--- src/shared/pin_fault_pkg.sv ---
// Shared constants, timing counts and state encoding for the pin-fault supervisor.
package pin_fault_pkg;

    // ------------------------------------------------------------------
    // Clock and timing figures
    // ------------------------------------------------------------------
    localparam int     CLK_PERIOD_NS        = 100;
    localparam int     FIRST_LIMIT_LONG_NS  = 2000;
    localparam int     FIRST_LIMIT_SHORT_NS = 1000;
    localparam int     BIAS_SAMPLE_DELAY_NS = 10000;
    localparam longint RECOVERY_DELAY_MS    = 1500;

    // Longest times round down, least times round up.
    localparam int     FIRST_LIMIT_LONG_CYC  = FIRST_LIMIT_LONG_NS / CLK_PERIOD_NS;
    localparam int     FIRST_LIMIT_SHORT_CYC = FIRST_LIMIT_SHORT_NS / CLK_PERIOD_NS;
    localparam int     BIAS_SAMPLE_CYC       =
        (BIAS_SAMPLE_DELAY_NS + CLK_PERIOD_NS - 1) / CLK_PERIOD_NS;
    localparam longint RECOVERY_CYC_L        = RECOVERY_DELAY_MS * 64'd1000000 / CLK_PERIOD_NS;
    localparam int     RECOVERY_CYC          = int'(RECOVERY_CYC_L);

    // ------------------------------------------------------------------
    // Counter widths and limits
    // ------------------------------------------------------------------
    localparam int         ONTIME_W       = 5;
    localparam int         DELAY_W        = 7;
    localparam int         RECOVERY_W     = 24;
    localparam int         RUN_W          = 2;
    localparam logic [1:0] RUN_TRIP_PRIOR = 2'h2;

    // Level of the switch-type select that marks a silicon stage.
    localparam logic SWITCH_SILICON = 1'b1;

    // ------------------------------------------------------------------
    // Bit positions of the synchronised comparator inputs
    // ------------------------------------------------------------------
    localparam int IN_SUPPLY_ON   = 0;
    localparam int IN_SWITCH_SEL  = 1;
    localparam int IN_DEMAG_HIGH  = 2;
    localparam int IN_CS_OVER     = 3;
    localparam int IN_BIAS_LOW    = 4;
    localparam int IN_BIAS_OVER   = 5;
    localparam int IN_DEMAG_OPEN  = 6;
    localparam int IN_DEMAG_SHORT = 7;
    localparam int IN_ZVT_OPEN    = 8;
    localparam int IN_ZVT_SHORT   = 9;
    localparam int N_SYNC_IN      = 10;

    // ------------------------------------------------------------------
    // Supervisor states
    // ------------------------------------------------------------------
    typedef enum logic [2:0] {
        ST_IDLE     = 3'h0,
        ST_CHECK    = 3'h1,
        ST_RUN      = 3'h2,
        ST_LOCKOUT  = 3'h3,
        ST_RECOVERY = 3'h4
    } supervisor_state_t;

endpackage

--- src/rtl/pin_fault_protection.sv ---
// Pin-fault supervisor of an active-clamp flyback controller.
//
// What this block does
// - Sense-pin short is judged only on the first low-side pulse after startup.
// - Silicon stage: end first pulse after 2 us, flag short, start recovery.
// - GaN stage: first-pulse cap 2 us if demag resistor high, else 1 us.
// - Sense above over-current level on three pulses in a row: open fault, recovery.
// - 10 us after turn-on, gate bias below 12 V forces one lockout cycle.
// - Gate bias over-voltage on three pulses in a row forces one lockout cycle.
// - After turn-on, programming pins are biased and their current judged open or short.
// - A faulty programming pin gives one lockout cycle instead of switching.
// - Recovery: no switching, run low, then normal start after timeout and turn-off.
`timescale 1ns/1ps
`default_nettype none

module pin_fault_protection #(
    parameter int unsigned RECOVERY_CYCLES = pin_fault_pkg::RECOVERY_CYC
) (
    input  wire logic i_mclk,
    input  wire logic i_rst_b,
    input  wire logic i_pwm_request,
    input  wire logic i_supply_on,
    input  wire logic i_switch_type_select,
    input  wire logic i_demag_resistor_high,
    input  wire logic i_cs_over_limit,
    input  wire logic i_gate_bias_low,
    input  wire logic i_gate_bias_over,
    input  wire logic i_demag_pin_open,
    input  wire logic i_demag_pin_short,
    input  wire logic i_zvt_pin_open,
    input  wire logic i_zvt_pin_short,
    output var  logic o_low_side_gate_pulse,
    output var  logic o_run,
    output var  logic o_prog_bias_enable,
    output var  logic o_uvlo_force,
    output var  logic o_recovery_active,
    output var  logic o_cs_short_fault,
    output var  logic o_cs_open_fault,
    output var  logic o_bias_open_fault,
    output var  logic o_bias_over_fault,
    output var  logic o_prog_pin_fault
);

    // ------------------------------------------------------------------
    // Declarations
    // ------------------------------------------------------------------
    pin_fault_pkg::supervisor_state_t state_ff;
    pin_fault_pkg::supervisor_state_t nxt_state;
    logic [pin_fault_pkg::N_SYNC_IN-1:0]  raw_in;
    logic [pin_fault_pkg::N_SYNC_IN-1:0]  sync_in;
    logic [pin_fault_pkg::DELAY_W-1:0]    delay_ff;
    logic [pin_fault_pkg::RECOVERY_W-1:0] recovery_ff;
    logic                                 recovery_done_ff;
    logic                                 supply_prev_ff;
    logic [pin_fault_pkg::ONTIME_W-1:0]   ontime_ff;
    logic                                 first_pulse_ff;
    logic                                 cs_seen_ff;
    logic                                 bias_seen_ff;
    logic [pin_fault_pkg::RUN_W-1:0]      cs_run_ff;
    logic [pin_fault_pkg::RUN_W-1:0]      bias_run_ff;
    logic                                 gate_ff;
    logic                                 supply_on;
    logic                                 supply_rise;
    logic                                 supply_fall;
    logic [pin_fault_pkg::ONTIME_W-1:0]   first_limit;
    logic                                 cap_hit;
    logic                                 nxt_gate;
    logic                                 pulse_end;
    logic                                 cs_hit;
    logic                                 bias_hit;
    logic                                 cs_open_trip;
    logic                                 bias_over_trip;
    logic                                 sample_now;
    logic                                 prog_fault;
    // Advances a consecutive-pulse run on a failing pulse and clears it on a passing one.
    function automatic logic [pin_fault_pkg::RUN_W-1:0] bump_run(
        input logic [pin_fault_pkg::RUN_W-1:0] run,
        input logic                            hit
    );
        bump_run = hit ? run + 2'h1 : 2'h0;
    endfunction

    // ------------------------------------------------------------------
    // Comparator inputs from the analog side
    // ------------------------------------------------------------------
    // Comparator inputs packed in the bit order of the package positions.
    assign raw_in = {i_zvt_pin_short, i_zvt_pin_open, i_demag_pin_short, i_demag_pin_open,
                     i_gate_bias_over, i_gate_bias_low, i_cs_over_limit,
                     i_demag_resistor_high, i_switch_type_select, i_supply_on};
    pin_input_filter #(
        .WIDTH (pin_fault_pkg::N_SYNC_IN)
    ) u_filter (
        .i_mclk  (i_mclk),
        .i_rst_b (i_rst_b),
        .i_raw   (raw_in),
        .o_level (sync_in)
    );

    // ------------------------------------------------------------------
    // Decoded conditions
    // ------------------------------------------------------------------
    // Supply comparator edges mark the turn-on and turn-off crossings.
    assign supply_on   = sync_in[pin_fault_pkg::IN_SUPPLY_ON];
    assign supply_rise = supply_on & ~supply_prev_ff;
    assign supply_fall = ~supply_on & supply_prev_ff;

    // First-pulse cap chosen by stage type and demag resistor range.
    assign first_limit =
        ((sync_in[pin_fault_pkg::IN_SWITCH_SEL] == pin_fault_pkg::SWITCH_SILICON)
         || sync_in[pin_fault_pkg::IN_DEMAG_HIGH])
        ? pin_fault_pkg::ONTIME_W'(pin_fault_pkg::FIRST_LIMIT_LONG_CYC)
        : pin_fault_pkg::ONTIME_W'(pin_fault_pkg::FIRST_LIMIT_SHORT_CYC);
    // A first pulse still requested after its cap is cut short and is a sense-pin short.
    assign cap_hit = first_pulse_ff & gate_ff & i_pwm_request
                   & (ontime_ff == first_limit);
    // Consecutive-pulse evaluation happens at the end of each pulse; no gate once supply drops.
    assign nxt_gate  = (state_ff == pin_fault_pkg::ST_RUN) & supply_on & i_pwm_request & ~cap_hit;
    assign pulse_end = gate_ff & ~nxt_gate;
    assign cs_hit    = cs_seen_ff | sync_in[pin_fault_pkg::IN_CS_OVER];
    assign bias_hit  = bias_seen_ff | sync_in[pin_fault_pkg::IN_BIAS_OVER];
    assign cs_open_trip   = pulse_end & cs_hit
                          & (cs_run_ff == pin_fault_pkg::RUN_TRIP_PRIOR);
    assign bias_over_trip = pulse_end & bias_hit
                          & (bias_run_ff == pin_fault_pkg::RUN_TRIP_PRIOR);
    // Startup checks are sampled once the bias settle delay has run out.
    assign sample_now = (state_ff == pin_fault_pkg::ST_CHECK)
                      & (delay_ff == pin_fault_pkg::DELAY_W'(pin_fault_pkg::BIAS_SAMPLE_CYC - 1));
    assign prog_fault = sync_in[pin_fault_pkg::IN_DEMAG_OPEN] | sync_in[pin_fault_pkg::IN_DEMAG_SHORT]
                      | sync_in[pin_fault_pkg::IN_ZVT_OPEN] | sync_in[pin_fault_pkg::IN_ZVT_SHORT];

    // ------------------------------------------------------------------
    // Supervisor sequence
    // ------------------------------------------------------------------
    // Next state: startup checks, switching, lockout and long recovery.
    always_comb begin
        nxt_state = state_ff;
        unique case (state_ff)
            pin_fault_pkg::ST_IDLE: begin
                if (supply_rise) begin
                    nxt_state = pin_fault_pkg::ST_CHECK;
                end
            end
            pin_fault_pkg::ST_CHECK: begin
                if (!supply_on) begin
                    nxt_state = pin_fault_pkg::ST_IDLE;
                end else if (sample_now && (sync_in[pin_fault_pkg::IN_BIAS_LOW] || prog_fault)) begin
                    nxt_state = pin_fault_pkg::ST_LOCKOUT;
                end else if (sample_now) begin
                    nxt_state = pin_fault_pkg::ST_RUN;
                end
            end
            pin_fault_pkg::ST_RUN: begin
                if (cap_hit || cs_open_trip) begin
                    nxt_state = pin_fault_pkg::ST_RECOVERY;
                end else if (bias_over_trip) begin
                    nxt_state = pin_fault_pkg::ST_LOCKOUT;
                end else if (!supply_on) begin
                    nxt_state = pin_fault_pkg::ST_IDLE;
                end
            end
            pin_fault_pkg::ST_LOCKOUT: begin
                if (!supply_on) begin
                    nxt_state = pin_fault_pkg::ST_IDLE;
                end
            end
            pin_fault_pkg::ST_RECOVERY: begin
                if (recovery_done_ff && supply_fall) begin
                    nxt_state = pin_fault_pkg::ST_IDLE;
                end
            end
            default: begin
                nxt_state = pin_fault_pkg::ST_IDLE;
            end
        endcase
    end
    // State register and supply edge history.
    always_ff @(posedge i_mclk or negedge i_rst_b) begin
        if (!i_rst_b) begin
            state_ff       <= pin_fault_pkg::ST_IDLE;
            supply_prev_ff <= 1'b0;
        end else begin
            state_ff       <= nxt_state;
            supply_prev_ff <= supply_on;
        end
    end
    // Settle delay counter, running only while the startup checks are pending.
    always_ff @(posedge i_mclk or negedge i_rst_b) begin
        if (!i_rst_b) begin
            delay_ff <= '0;
        end else if (state_ff == pin_fault_pkg::ST_CHECK) begin
            delay_ff <= delay_ff + 7'h01;
        end else begin
            delay_ff <= '0;
        end
    end
    // Recovery timer; the done flag waits for the next turn-off crossing.
    always_ff @(posedge i_mclk or negedge i_rst_b) begin
        if (!i_rst_b) begin
            recovery_ff      <= '0;
            recovery_done_ff <= 1'b0;
        end else if (state_ff != pin_fault_pkg::ST_RECOVERY) begin
            recovery_ff      <= '0;
            recovery_done_ff <= 1'b0;
        end else if (!recovery_done_ff) begin
            recovery_ff <= recovery_ff + 24'h000001;
            if (recovery_ff == pin_fault_pkg::RECOVERY_W'(RECOVERY_CYCLES - 1)) begin
                recovery_done_ff <= 1'b1;
            end
        end
    end

    // ------------------------------------------------------------------
    // Low-side pulse supervision
    // ------------------------------------------------------------------
    // Gate, on-time count and first-pulse flag, re-armed at each turn-on.
    always_ff @(posedge i_mclk or negedge i_rst_b) begin
        if (!i_rst_b) begin
            gate_ff        <= 1'b0;
            ontime_ff      <= '0;
            first_pulse_ff <= 1'b0;
        end else begin
            gate_ff <= nxt_gate;
            if (nxt_gate) begin
                ontime_ff <= gate_ff ? ontime_ff + 5'h01 : 5'h01;
            end else begin
                ontime_ff <= '0;
            end
            if (state_ff == pin_fault_pkg::ST_CHECK) begin
                first_pulse_ff <= 1'b1;
            end else if (pulse_end) begin
                first_pulse_ff <= 1'b0;
            end
        end
    end
    // Comparator hits caught during a pulse, cleared at the start of the next.
    always_ff @(posedge i_mclk or negedge i_rst_b) begin
        if (!i_rst_b) begin
            cs_seen_ff   <= 1'b0;
            bias_seen_ff <= 1'b0;
        end else if (nxt_gate && !gate_ff) begin
            cs_seen_ff   <= 1'b0;
            bias_seen_ff <= 1'b0;
        end else if (gate_ff) begin
            cs_seen_ff   <= cs_hit;
            bias_seen_ff <= bias_hit;
        end
    end
    // Consecutive-pulse runs; cleared outside switching and on any passing pulse.
    always_ff @(posedge i_mclk or negedge i_rst_b) begin
        if (!i_rst_b) begin
            cs_run_ff   <= '0;
            bias_run_ff <= '0;
        end else if (state_ff != pin_fault_pkg::ST_RUN) begin
            cs_run_ff   <= '0;
            bias_run_ff <= '0;
        end else if (pulse_end) begin
            cs_run_ff   <= bump_run(cs_run_ff, cs_hit);
            bias_run_ff <= bump_run(bias_run_ff, bias_hit);
        end
    end

    // ------------------------------------------------------------------
    // Registered outputs
    // ------------------------------------------------------------------
    // Level outputs follow the next state so they line up with it.
    always_ff @(posedge i_mclk or negedge i_rst_b) begin
        if (!i_rst_b) begin
            o_low_side_gate_pulse <= 1'b0;
            o_run                 <= 1'b0;
            o_prog_bias_enable    <= 1'b0;
            o_uvlo_force          <= 1'b0;
            o_recovery_active     <= 1'b0;
        end else begin
            o_low_side_gate_pulse <= nxt_gate;
            o_run                 <= (nxt_state == pin_fault_pkg::ST_RUN);
            o_prog_bias_enable    <= (nxt_state == pin_fault_pkg::ST_CHECK);
            o_uvlo_force          <= (nxt_state == pin_fault_pkg::ST_LOCKOUT)
                                   | (nxt_state == pin_fault_pkg::ST_RECOVERY);
            o_recovery_active     <= (nxt_state == pin_fault_pkg::ST_RECOVERY);
        end
    end
    // One-cycle fault pulses naming the cause of each shutdown.
    always_ff @(posedge i_mclk or negedge i_rst_b) begin
        if (!i_rst_b) begin
            o_cs_short_fault  <= 1'b0;
            o_cs_open_fault   <= 1'b0;
            o_bias_open_fault <= 1'b0;
            o_bias_over_fault <= 1'b0;
            o_prog_pin_fault  <= 1'b0;
        end else begin
            o_cs_short_fault  <= cap_hit;
            o_cs_open_fault   <= cs_open_trip & ~cap_hit;
            o_bias_open_fault <= sample_now & supply_on & sync_in[pin_fault_pkg::IN_BIAS_LOW];
            o_bias_over_fault <= bias_over_trip & ~cap_hit & ~cs_open_trip;
            o_prog_pin_fault  <= sample_now & supply_on & prog_fault;
        end
    end
endmodule

`default_nettype wire

--- src/rtl/pin_input_filter.sv ---
// Three-flop synchroniser bank that accepts a change once the last two stages agree.
`timescale 1ns/1ps
`default_nettype none

module pin_input_filter #(
    parameter int WIDTH = 1
) (
    input  wire logic             i_mclk,
    input  wire logic             i_rst_b,
    input  wire logic [WIDTH-1:0] i_raw,
    output var  logic [WIDTH-1:0] o_level
);

    // ------------------------------------------------------------------
    // One synchroniser per input bit
    // ------------------------------------------------------------------
    genvar g;
    generate
        for (g = 0; g < WIDTH; g++) begin : g_bit
            logic stage1_ff;
            logic stage2_ff;
            logic stage3_ff;

            // The first stage feeds only the second; the level moves when stages agree.
            always_ff @(posedge i_mclk or negedge i_rst_b) begin
                if (!i_rst_b) begin
                    stage1_ff  <= 1'b0;
                    stage2_ff  <= 1'b0;
                    stage3_ff  <= 1'b0;
                    o_level[g] <= 1'b0;
                end else begin
                    stage1_ff <= i_raw[g];
                    stage2_ff <= stage1_ff;
                    stage3_ff <= stage2_ff;
                    if (stage2_ff == stage3_ff) begin
                        o_level[g] <= stage3_ff;
                    end
                end
            end
        end
    endgenerate

endmodule

`default_nettype wire

--- config.mk ---
export PLATFORM = sky130hd
export DESIGN_NAME = pin_fault_protection
export DESIGN_NICKNAME = d
export VERILOG_FILES = /design/src/shared/pin_fault_pkg.sv /design/src/rtl/pin_fault_protection.sv /design/src/rtl/pin_input_filter.sv
export SDC_FILE = /design/constraint.sdc
export NUM_CORES = 1
export LEC_CHECK = 0
export ABC_AREA = 1
export BUFFER_PORTS_ARGS = -buffer_cell sky130_fd_sc_hd__buf_2
export CAP_MARGIN = 20
export CORE_MARGIN = 8
export CORE_UTILIZATION = 40
export CTS_CLUSTER_SIZE = 20
export DETAILED_ROUTE_END_ITERATION = 6
export MAX_ROUTING_LAYER = met4
export SYNTH_ARGS = -nofsm -noshare
export SYNTH_HDL_FRONTEND = slang
export SYNTH_SLANG_ARGS = --single-unit
--- constraint.sdc ---
create_clock -name i_mclk -period 1.6 [get_ports i_mclk]
set_input_delay 0.16 -clock i_mclk [delete_from_list [all_inputs] [get_ports i_mclk]]
set_output_delay 0.16 -clock i_mclk [all_outputs]
set_load 0.02 [all_outputs]
* Word level (Yosys, flattened, before mapping)
Cells that the tools add are included. W data, S select, Z words.
Operators by class: mux-type cells 30, equal/unequal tests 26, bitwise logic cells 31, add/subtract/negate cells 5, reductions and logical operators 11
Operator list (number):
- $mux W24 | 2
- $add A24 B1 Y24 const B | 1
- $eq A24 B24 Y1 const B | 1
- $mux W3 | 8
- $and A1 B1 Y1 | 20
- $mux W5 | 3
- $pmux W3 S5 | 1
- $eq A3 B2 Y1 const B | 4
- $mux W2 | 6
- $eq A1 B1 Y1 | 10
- $mux W1 | 9
- $add A7 B1 Y7 const B | 1
- $eq A7 B7 Y1 const B | 1
- $mux W7 | 1
- $eq A3 B1 Y1 const B | 2
- $eq A3 B3 Y1 const B | 2
- $or A1 B1 Y1 | 6
- $reduce_bool A2 Y1 | 3
- $add A5 B1 Y5 const B | 1
- $eq A5 B5 Y1 | 1
- $not A1 Y1 | 5
- $add A2 B1 Y2 const B | 2
- $eq A2 B2 Y1 const B | 2
- $logic_and A1 B1 Y1 | 3
- other kinds (6) | 8
Storage, ports and cells: bits of input ports 13, output and inout bits 10, register bits after elaboration 98, word-level logic and storage cells 164

* Longest topological paths before layout
Gate-level depths: netlist (run 1).
depth after elaboration 15, mapped depth 12, mapped depth without buffers 12

* Modules after synthesis
A second synthesis (run 1) with hierarchy kept.
Unflattened totals: cell total of the unflattened synthesis 437, area total of the unflattened synthesis 4057.6 sq um
Modules (own cells, without submodules):
- pin_fault_protection | cells an instance 357, times used 1, area each 2894.0 sq um
- pin_input_filter | cells an instance 80, times used 1, area each 1163.6 sq um

* Worst setup path after synthesis (run 1)
OpenSTA, ideal clock, no wires.
path type reg-to-reg, start register o_low_side_gate_pulse (netlist name), end register bias_run_ff[0] (netlist name), cell stages (with the launch flop) 10, library setup time 127 ps, buffers on the path 0, arrival time 1371 ps, path slack 103 ps, required time 1473 ps, cell sequence dfrtp_1 -> inv_2 -> nor3_2 -> nand3_2 -> nand2_2 -> inv_2 -> nor2_2 -> nor2_1 -> nand2_1 -> o21ai_0
RTL lines:
- to (signal assigned) | RTL line pin_fault_protection.sv:258 | bias_run_ff <= bump_run(bias_run_ff, bias_hit);
- to (decl) | RTL line pin_fault_protection.sv:60 | logic [pin_fault_pkg::RUN_W-1:0] bias_run_ff;

* Worst setup path after layout (run 1)
start register state_ff[2], end register o_uvlo_force
On the way: longest elaborated chain between the ends 13, elaborated cells on any way between the ends 29, those cells by class eq/ne (6); mux (9); bitwise (11); reduce/logical (3)
Ends and longest elaborated chain:
- from (decl) | RTL line pin_fault_protection.sv:47 | pin_fault_pkg::supervisor_state_t state_ff;
- from (signal assigned) | RTL line pin_fault_protection.sv:179 | state_ff <= pin_fault_pkg::ST_IDLE;
- from (signal assigned) | RTL line pin_fault_protection.sv:182 | state_ff <= nxt_state;
- $eq A3 B2 Y1 | RTL line pin_fault_protection.sv:117, pin_fault_protection.sv:137
- $and A1 B1 Y1 (3 in series) | RTL line pin_fault_protection.sv:117 | assign nxt_gate = (state_ff == pin_fault_pkg::ST_RUN) & supply_on & i_pwm_request & ~cap_hit;
- $not A1 Y1 | RTL line pin_fault_protection.sv:118 | assign pulse_end = gate_ff & ~nxt_gate;
- $and A1 B1 Y1 | RTL line pin_fault_protection.sv:118
- $and A1 B1 Y1, on equally long branches | RTL line pin_fault_protection.sv:123, pin_fault_protection.sv:121
- $and A1 B1 Y1, on equally long branches | RTL line pin_fault_protection.sv:124, pin_fault_protection.sv:122
- $mux W3 / $logic_or A1 B1 Y1 (equally long branches) | RTL line pin_fault_protection.sv:155, pin_fault_protection.sv:153
- $mux W3 | RTL line pin_fault_protection.sv:153 | if (cap_hit || cs_open_trip) begin
- $pmux W3 S5 * | RTL line pin_fault_protection.sv:137 | unique case (state_ff)
- named net nxt_state[2] | RTL line pin_fault_protection.sv:48 | pin_fault_pkg::supervisor_state_t nxt_state;
- $eq A3 B2 Y1 / $eq A3 B3 Y1 (equally long branches) | RTL line pin_fault_protection.sv:277, pin_fault_protection.sv:278
- $or A1 B1 Y1 * | RTL line pin_fault_protection.sv:278 | | (nxt_state == pin_fault_pkg::ST_RECOVERY);
- to (signal assigned) | RTL line pin_fault_protection.sv:277 | o_uvlo_force <= (nxt_state == pin_fault_pkg::ST_LOCKOUT)
- to (decl) | RTL line pin_fault_protection.sv:35 | output var logic o_uvlo_force,
Mark *: on every way through the listed nets, which the timed path passes. The rest lies on a longest branch. A chain may end at the register's enable or synchronous reset.

==> flow_summary.json, run 1 <==
{
  "diodes": 0,
  "min_period_ps": 1539,
  "drtIter0Drc": 106,
  "fmax_ghz": 0.6496,
  "overflow": 0,
  "synthArstFlopShare_pct": 100.0,
  "portBuffers": 22,
  "post-place-ws_ps": -16.94,
  "r2r-end": "o_uvlo_force",
  "antenna_found_initial": 0,
  "rrSetupSlack_ps": 60,
  "peakVddDrop_uv": 521.4,
  "dieWidth_um": 115.3,
  "rr_startpoint": "state_ff[2]",
  "numCtsBuffers": 9,
  "clk_latency_ps": 370,
  "cp_common_cell": "nand2_1",
  "arrival_ps": 1810,
  "cts_buffer_depth": 2,
  "drc_errors": 0,
  "layout-drive-gt1-share_pct": 25.95,
  "syn_nets": 417,
  "avgViaCountPerCell": 4.702,
  "p_leak_nw": 2.206,
  "rr_worst_depth": 9,
  "grtUsageTotal_pct": 12.99,
  "hold_path_startpoint": "i_pwm_request",
  "dp_hpwl_um": 5266,
  "drv_slew": 0,
  "wl_per_cell_um": 12.54,
  "hold_class": "input port to register",
  "grt_pass1_wl_um": 13130,
  "first_pass_iters": 5,
  "finalWorstSetupSlack_ps": 60.60,
  "holdPathStages": 5,
  "critPathTopFamily": "flip-flops",
  "clkSlewWorstSetupHoldPaths_ps": 100,
  "period_share_pct": 96.21,
  "critPathKind": "register to register",
  "worst_pin_slew_ps": 444.0,
  "fin_total_pwr_mw": 4.422,
  "fin_hold_ws_ps": 213.1,
  "nFillCells": 885,
  "routabilityCongestion": 0.8936,
  "synth_cell_types": 31,
  "start_kind": "register",
  "placementRows": 36,
  "io_pins": 23,
  "cts_root_buf": "clkbuf_8",
  "seq_area_frac_synth_pct": 62.12,
  "clock-sinks": 98,
  "syn_inst": 399,
  "dieArea_mm2": 0.01330,
  "die_h_um": 115.3,
  "crit_fanout": 5,
  "status": "completed",
  "maxSlewHeadroom_pct": 70.40,
  "fin_skew_ps": 10.44,
  "powerDensity_mw_per_mm2": 890.4,
  "ys.flop_type": "dfrtp_1",
  "critPathSlowestCell": "dfrtp_1",
  "worstPathRequired_ps": 1870,
  "drv_cap": 0,
  "grt_pass1_vias": 2913,
  "critPathBufInv": 3,
  "report.final.hold_viol_count": 0,
  "cp_cell_sequence": "inv_1, nand2_1, nor2_2, o31ai_4, buf_4, nand2_1, o21ai_0, inv_1, nand2_1",
  "syn_area_per_cell_um2": 9.894,
  "setup_tns_ps": 0,
  "yosys_warnings": 0,
  "initial_core_util_pct": 40.76,
  "tritoncts": "yes",
  "vias": 2854,
  "final_nets": 487,
  "synth_edf_count": 0,
  "syn2layout_area_growth_pct": 25.80,
  "wirelength_um": 7613,
  "fin_util_pct": 51.28,
  "netlist_area_mm2": 0.003948,
  "rsz0062_at_grt": "yes",
  "finalSetupViolations": 0,
  "cp_slowest_stage_delay_ps": 470,
  "htree_levels": 3,
  "ant_nets": 0,
  "critPathCaptureType": "register",
  "min_to": "o_cs_short_fault",
  "ys_ff_latch": 98,
  "coreArea_mm2": 0.009684,
  "grt_start_max_net_pins": 35
}
what timing repair did:
item,CTS,global route
hold endpoints to repair,41,0
buffers inserted,1,5
gates cloned,0,0
setup endpoints to repair,2,22
pin swaps,3,13
resized for setup,5,50
hold buffers,11,0
power by group:
part | internal (mW) | total (mW) | leakage [nW] | switching (mW)
logic | 0.123 | 0.282 | 0.858 | 0.159
registers | 2.56 | 2.61 | 1.25 | 0.0467
clock network | 0.598 | 1.53 | 0.0940 | 0.933
worst max-delay path by stage:
stage	start	end	slack [ps]	cells past startpoint
floorplan	o_low_side_gate_pulse	bias_run_ff[0]	100	9
global placement	recovery_ff[1]	recovery_ff[18]	40	8
detailed placement	recovery_ff[1]	recovery_ff[18]	-20	8
CTS	state_ff[1]	recovery_ff[16]	8	8
global route	recovery_ff[1]	recovery_ff[18]	-60	8
finish	state_ff[2]	o_uvlo_force	60	9
sequential cells by signal (all words and copies together) (netlist names), 3 cells and up:
name / count
u_filter.g_bit.stage1_ff: 10
u_filter.g_bit.stage2_ff: 10
state_ff: 3
u_filter.o_level: 10
recovery_ff: 24
ontime_ff: 5
u_filter.g_bit.stage3_ff: 10
delay_ff: 7
synth_stat cells, drive strengths merged, types with 2 or more instances:
| library cell | instances | area (um^2) |
|---|---|---|
| nor4 | 2 | 12.51 |
| nor3 | 16 | 110.1 |
| inv | 49 | 183.9 |
| nand3 | 24 | 130.1 |
| dfrtp | 98 | 2452 |
| o21ai | 25 | 125.1 |
| nor2 | 52 | 205.2 |
| nand4 | 6 | 37.54 |
| o31ai | 2 | 15.01 |
| ha | 5 | 62.56 |
| maj3 | 10 | 100.1 |
| a21oi | 25 | 128.9 |
| a31oi | 2 | 12.51 |
| nand2 | 72 | 280.3 |
| xor2 | 2 | 17.52 |
layout by cell type, fill, tap and decap left out, types with 3 or more instances in the layout:
cell type and n:
dlygate4sd3_1 11, nor3_2 4, buf_4 26, nor3_4 3, nand2_1 59, nor2_4 7
a21oi_1 24, maj3_1 10, nand3_4 4, buf_12 3, o21ai_1 3, nand2_2 12
inv_1 44, o21ai_0 20, buf_2 21, dfrtp_1 97, nor2_2 9, inv_2 4
nand3_1 18, ha_1 4, nand4_1 6, nor3_1 9, nor2_1 36, clkbuf_8 9
metrics by stage:
stage / instances / instance area, um^2
floorplan: 399 / 3948
global placement: 574 / 4419
CTS: 602 / 4738
finish: 607 / 4966
detailed placement: 574 / 4419
global route: 607 / 4966
final cells by class:
class | count | area [um^2] | area share (%)
clock buffer | 9 | 123.9 | 2.494
sequential | 98 | 2454 | 49.41
tap | 133 | 166.4 | 3.351
clock inverter | 7 | 61.31 | 1.235
timing repair buffer | 61 | 470.5 | 9.473
multi-input combinational | 250 | 1504 | 30.28
inverter | 49 | 186.4 | 3.754
metal layers:
| metal | up-vias | routed length, um | track usage, % |
|---|---|---|---|
| met3 | 14 | 237 | 2.679 |
| met4 | 0 | 188 | 8.144 |
| li1 | 1444 | - | - |
| met2 | 37 | 3539 | 20.04 |
| met1 | 1359 | 3648 | 15.27 |
| met5 | - | 0 | - |
kinds of logic (layout without fill, tap and decap cells):
| logic type | after synthesis | count (layout) | synth area share (%) |
|---|---|---|---|
| AO/OA/AOI/OAI | 58 | 58 | 8.209 |
| buffers and inverters | 51 | 126 | 4.913 |
| flip-flops | 98 | 98 | 62.12 |
| AND/OR/NAND/NOR | 174 | 174 | 19.97 |
| XOR/XNOR | 3 | 3 | 0.6657 |
| adder cells (fa/ha/maj) | 15 | 15 | 4.121 |
tightest hold or removal path, stage by stage:
cell and delay, ps:
buf_2 120, nand2_1 70, nor3_2 50, nand3_4 110
inv_1 40
(Power assumes the default switching activity.)
==> inputs of run 2 (changes only) <==
--- a/config.mk
+++ b/config.mk
@@ -5,7 +5,7 @@
 export SDC_FILE = /design/constraint.sdc
 export NUM_CORES = 1
 export LEC_CHECK = 0
-export ABC_AREA = 1
+export ABC_AREA = 0
 export BUFFER_PORTS_ARGS = -buffer_cell sky130_fd_sc_hd__buf_2
 export CAP_MARGIN = 20
 export CORE_MARGIN = 8
@@ -13,6 +13,8 @@
 export CTS_CLUSTER_SIZE = 20
 export DETAILED_ROUTE_END_ITERATION = 6
 export MAX_ROUTING_LAYER = met4
+export PLACE_DENSITY = 0.57
 export SYNTH_ARGS = -nofsm -noshare
 export SYNTH_HDL_FRONTEND = slang
+export SYNTH_HIERARCHICAL = 1
 export SYNTH_SLANG_ARGS = --single-unit
==> flow_summary.json, run 2 <==
{
  "grtUsageMet3_pct": 2.258,
  "drc_errors": 0,
  "stdcell_area_mm2": 0.005236,
  "final-instance-count-excl-fill": 561,
  "drv_cap": 0,
  "grtUsageTotal_pct": 12.48,
  "grt_use_met2_pct": 19.44,
  "maxSlewHeadroom_pct": 73.45,
  "grt_pass1_vias": 2765,
  "synth_edf_count": 0,
  "final_nets": 441,
  "drtIter0Drc": 60,
  "io_pins": 23,
  "routabilityCongestion": 0.7714,
  "grt.busiest_layer": "met2",
  "synthTopCellsByArea": "dfrtp_1, xor2_1, nor2_1, maj3_2, nand3_1",
  "grt_start_max_net_pins": 40,
  "numCtsBuffers": 9,
  "cp_cell_sequence": "or4b_4, nor4_4, o32a_2, o31ai_4, a21o_2",
  "clock-sinks": 98,
  "portBuffers": 22,
  "arrival_ps": 2040,
  "place_area_mm2": 0.004582,
  "dieArea_mm2": 0.01317,
  "htree_levels": 3,
  "critPathSlowestCell": "or4b_4",
  "synthTopCellsByCount": "dfrtp_1, nor2_1, xor2_1",
  "seq_area_frac_synth_pct": 62.86,
  "critPathKind": "register to register",
  "critPathCaptureType": "register",
  "synth_cell_types": 47,
  "dp_hpwl_um": 5033,
  "syn2layout_area_growth_pct": 34.22,
  "clkSlewWorstSetupHoldPaths_ps": 100,
  "coreArea_mm2": 0.009639,
  "overflow": 0,
  "drv_slew": 0,
  "top_register": "recovery_ff",
  "placedCellCount": 519,
  "setup_tns_ps": -1391,
  "rr_worst_depth": 5,
  "dieWidth_um": 114.8,
  "yosysTopAreaCell": "dfrtp_1",
  "min_period_ps": 1780,
  "report.final.hold_viol_count": 0,
  "rr_startpoint": "delay_ff[2]",
  "netlist_area_mm2": 0.003901,
  "layout-drive-gt1-share_pct": 38.32,
  "ys_ff_latch": 98,
  "fmax_ghz": 0.5619,
  "yosys_warnings": 6,
  "first_pass_iters": 4,
  "fin_total_pwr_mw": 4.496,
  "finalSetupViolations": 17,
  "tritoncts": "yes",
  "period_share_pct": 111.2,
  "clk_latency_ps": 360,
  "rsz0062_at_grt": "yes",
  "synth_top_cell_area_share_pct": 62.86,
  "vias": 2709,
  "nFillCells": 862,
  "cts_root_buf": "clkbuf_8",
  "ant_nets": 0,
  "avgViaCountPerCell": 4.829,
  "synthArstFlopShare_pct": 100.0,
  "critPathBufInv": 0,
  "die_h_um": 114.8,
  "finalWorstSetupSlack_ps": -179.6,
  "violations": "negative setup slack",
  "initial_core_util_pct": 40.47,
  "rrSetupSlack_ps": -180,
  "placementRows": 36,
  "fin_hold_ws_ps": 266.2,
  "cts_buffer_depth": 2,
  "wl_per_cell_um": 13.67,
  "ys.flop_type": "dfrtp_1",
  "met1_usage_pct": 15.57,
  "powerDensity_mw_per_mm2": 858.6,
  "p_leak_nw": 2.399,
  "peakVddDrop_uv": 429.3,
  "start_kind": "register",
  "hold_class": "input port to async pin",
  "grt_pass1_wl_um": 12810,
  "final_cell_mix": "dfrtp_1, buf_4, nor2_1",
  "syn_nets": 336,
  "yosysMostFrequentCell": "dfrtp_1",
  "worst_pin_slew_ps": 398.2,
  "syn_inst": 318,
  "status": "finished, violations left",
  "crit_fanout": 4,
  "antenna_found_initial": 0,
  "layout_commonest_cell": "dfrtp_1",
  "fin_skew_ps": 7.941,
  "largest_reg_flops": 24,
  "worstPathRequired_ps": 1860,
  "diodes": 0,
  "r2r-end": "o_uvlo_force",
  "cp_slowest_stage_delay_ps": 560,
  "critPathTopFamily": "simple AND/OR/NAND/NOR gates",
  "syn_area_per_cell_um2": 12.27,
  "wirelength_um": 7668
}
## run 2: changes by cell type in the layout (fill, tap and decap cells not counted), moves of 10 or more
cell,change
o21ai_0,-17
maj3_2,+10
a21oi_1,-15
maj3_1,-10
nand2_1,-44
buf_4,+33
inv_1,-40
nand2_2,-11
xor2_1,+16
## run 2: what timing repair did
action / in CTS / in global routing
gates cloned: 0 / 1
hold buffers: 11 / 0
pin swaps: 6 / 22
hold endpoints to repair: 36 / 0
setup buffers: 4 / 10
endpoints found under the setup margin: 24 / 33
gates resized for setup: 14 / 39
## run 2: worst reg2reg max path: stages, from the launching register on
cell and delay [ps]:
dfrtp_1 380, or4b_4 560, nor4_4 240, o32a_2 220, o31ai_4 90, a21o_2 200
## run 2: where the power goes
part | leakage [nW] | internal, mW | total (mW) | switching [mW]
Clock | 0.0985 | 0.676 | 1.55 | 0.875
Sequential | 1.26 | 2.56 | 2.61 | 0.0448
Combinational | 1.05 | 0.173 | 0.337 | 0.165
Total | 2.40 | 3.41 | 4.50 | 1.08
## run 2: metrics by stage
| step | util (%) | worst slack [ps] |
|---|---|---|
| floorplan | - | -103.1 |
| global placement | 47.53 | -175.6 |
| detailed placement | 47.53 | -299.0 |
| CTS | 51.69 | -161.2 |
| global route | 54.32 | -250.0 |
| finish | 54.32 | -179.6 |
## run 2: cell families (layout without fill, tap and decap cells)
kind of cell,count (synthesis),after routing,share of synthesized area [%]
DFF,98,98,62.86
xor gates and xnor gates,26,26,5.837
AOI/OAI and AO/OA,38,38,7.377
muxes,2,2,0.5132
and+or+nand+nor,125,126,17.16
adders and majority gates,15,15,4.490
buffers and inverters,14,123,1.764
## run 2: worst max-delay path by stage
stage	startpoint	to	depth (start not counted)	slack, ps
after global placement	state_ff[1]	o_prog_bias_enable	6	-180
after floorplan	recovery_ff[0]	recovery_ff[12]	6	-100
after detailed placement	state_ff[1]	o_prog_bias_enable	6	-300
after CTS	delay_ff[2]	o_uvlo_force	5	-160
after global routing	state_ff[2]	o_run	6	-250
final	delay_ff[2]	o_uvlo_force	5	-180
## run 2: cell type report
cell class / count / area, um^2 / area share [%]
multi-input cells: 207 / 1602 / 30.59
inverters: 6 / 22.52 / 0.4301
clock inverters: 5 / 45.04 / 0.8602
repair buffers: 101 / 797.0 / 15.22
clock buffers: 11 / 151.4 / 2.891
well taps: 133 / 166.4 / 3.178
flip-flops and latches: 98 / 2452 / 46.83
## run 2: per-layer routing
| layer | routed length [um] | part of all wire (%) |
|---|---|---|
| met5 | 0 | 0 |
| met4 | 136 | 1.8 |
| met3 | 251 | 3.3 |
| met2 | 3705 | 48 |
| met1 | 3575 | 47 |
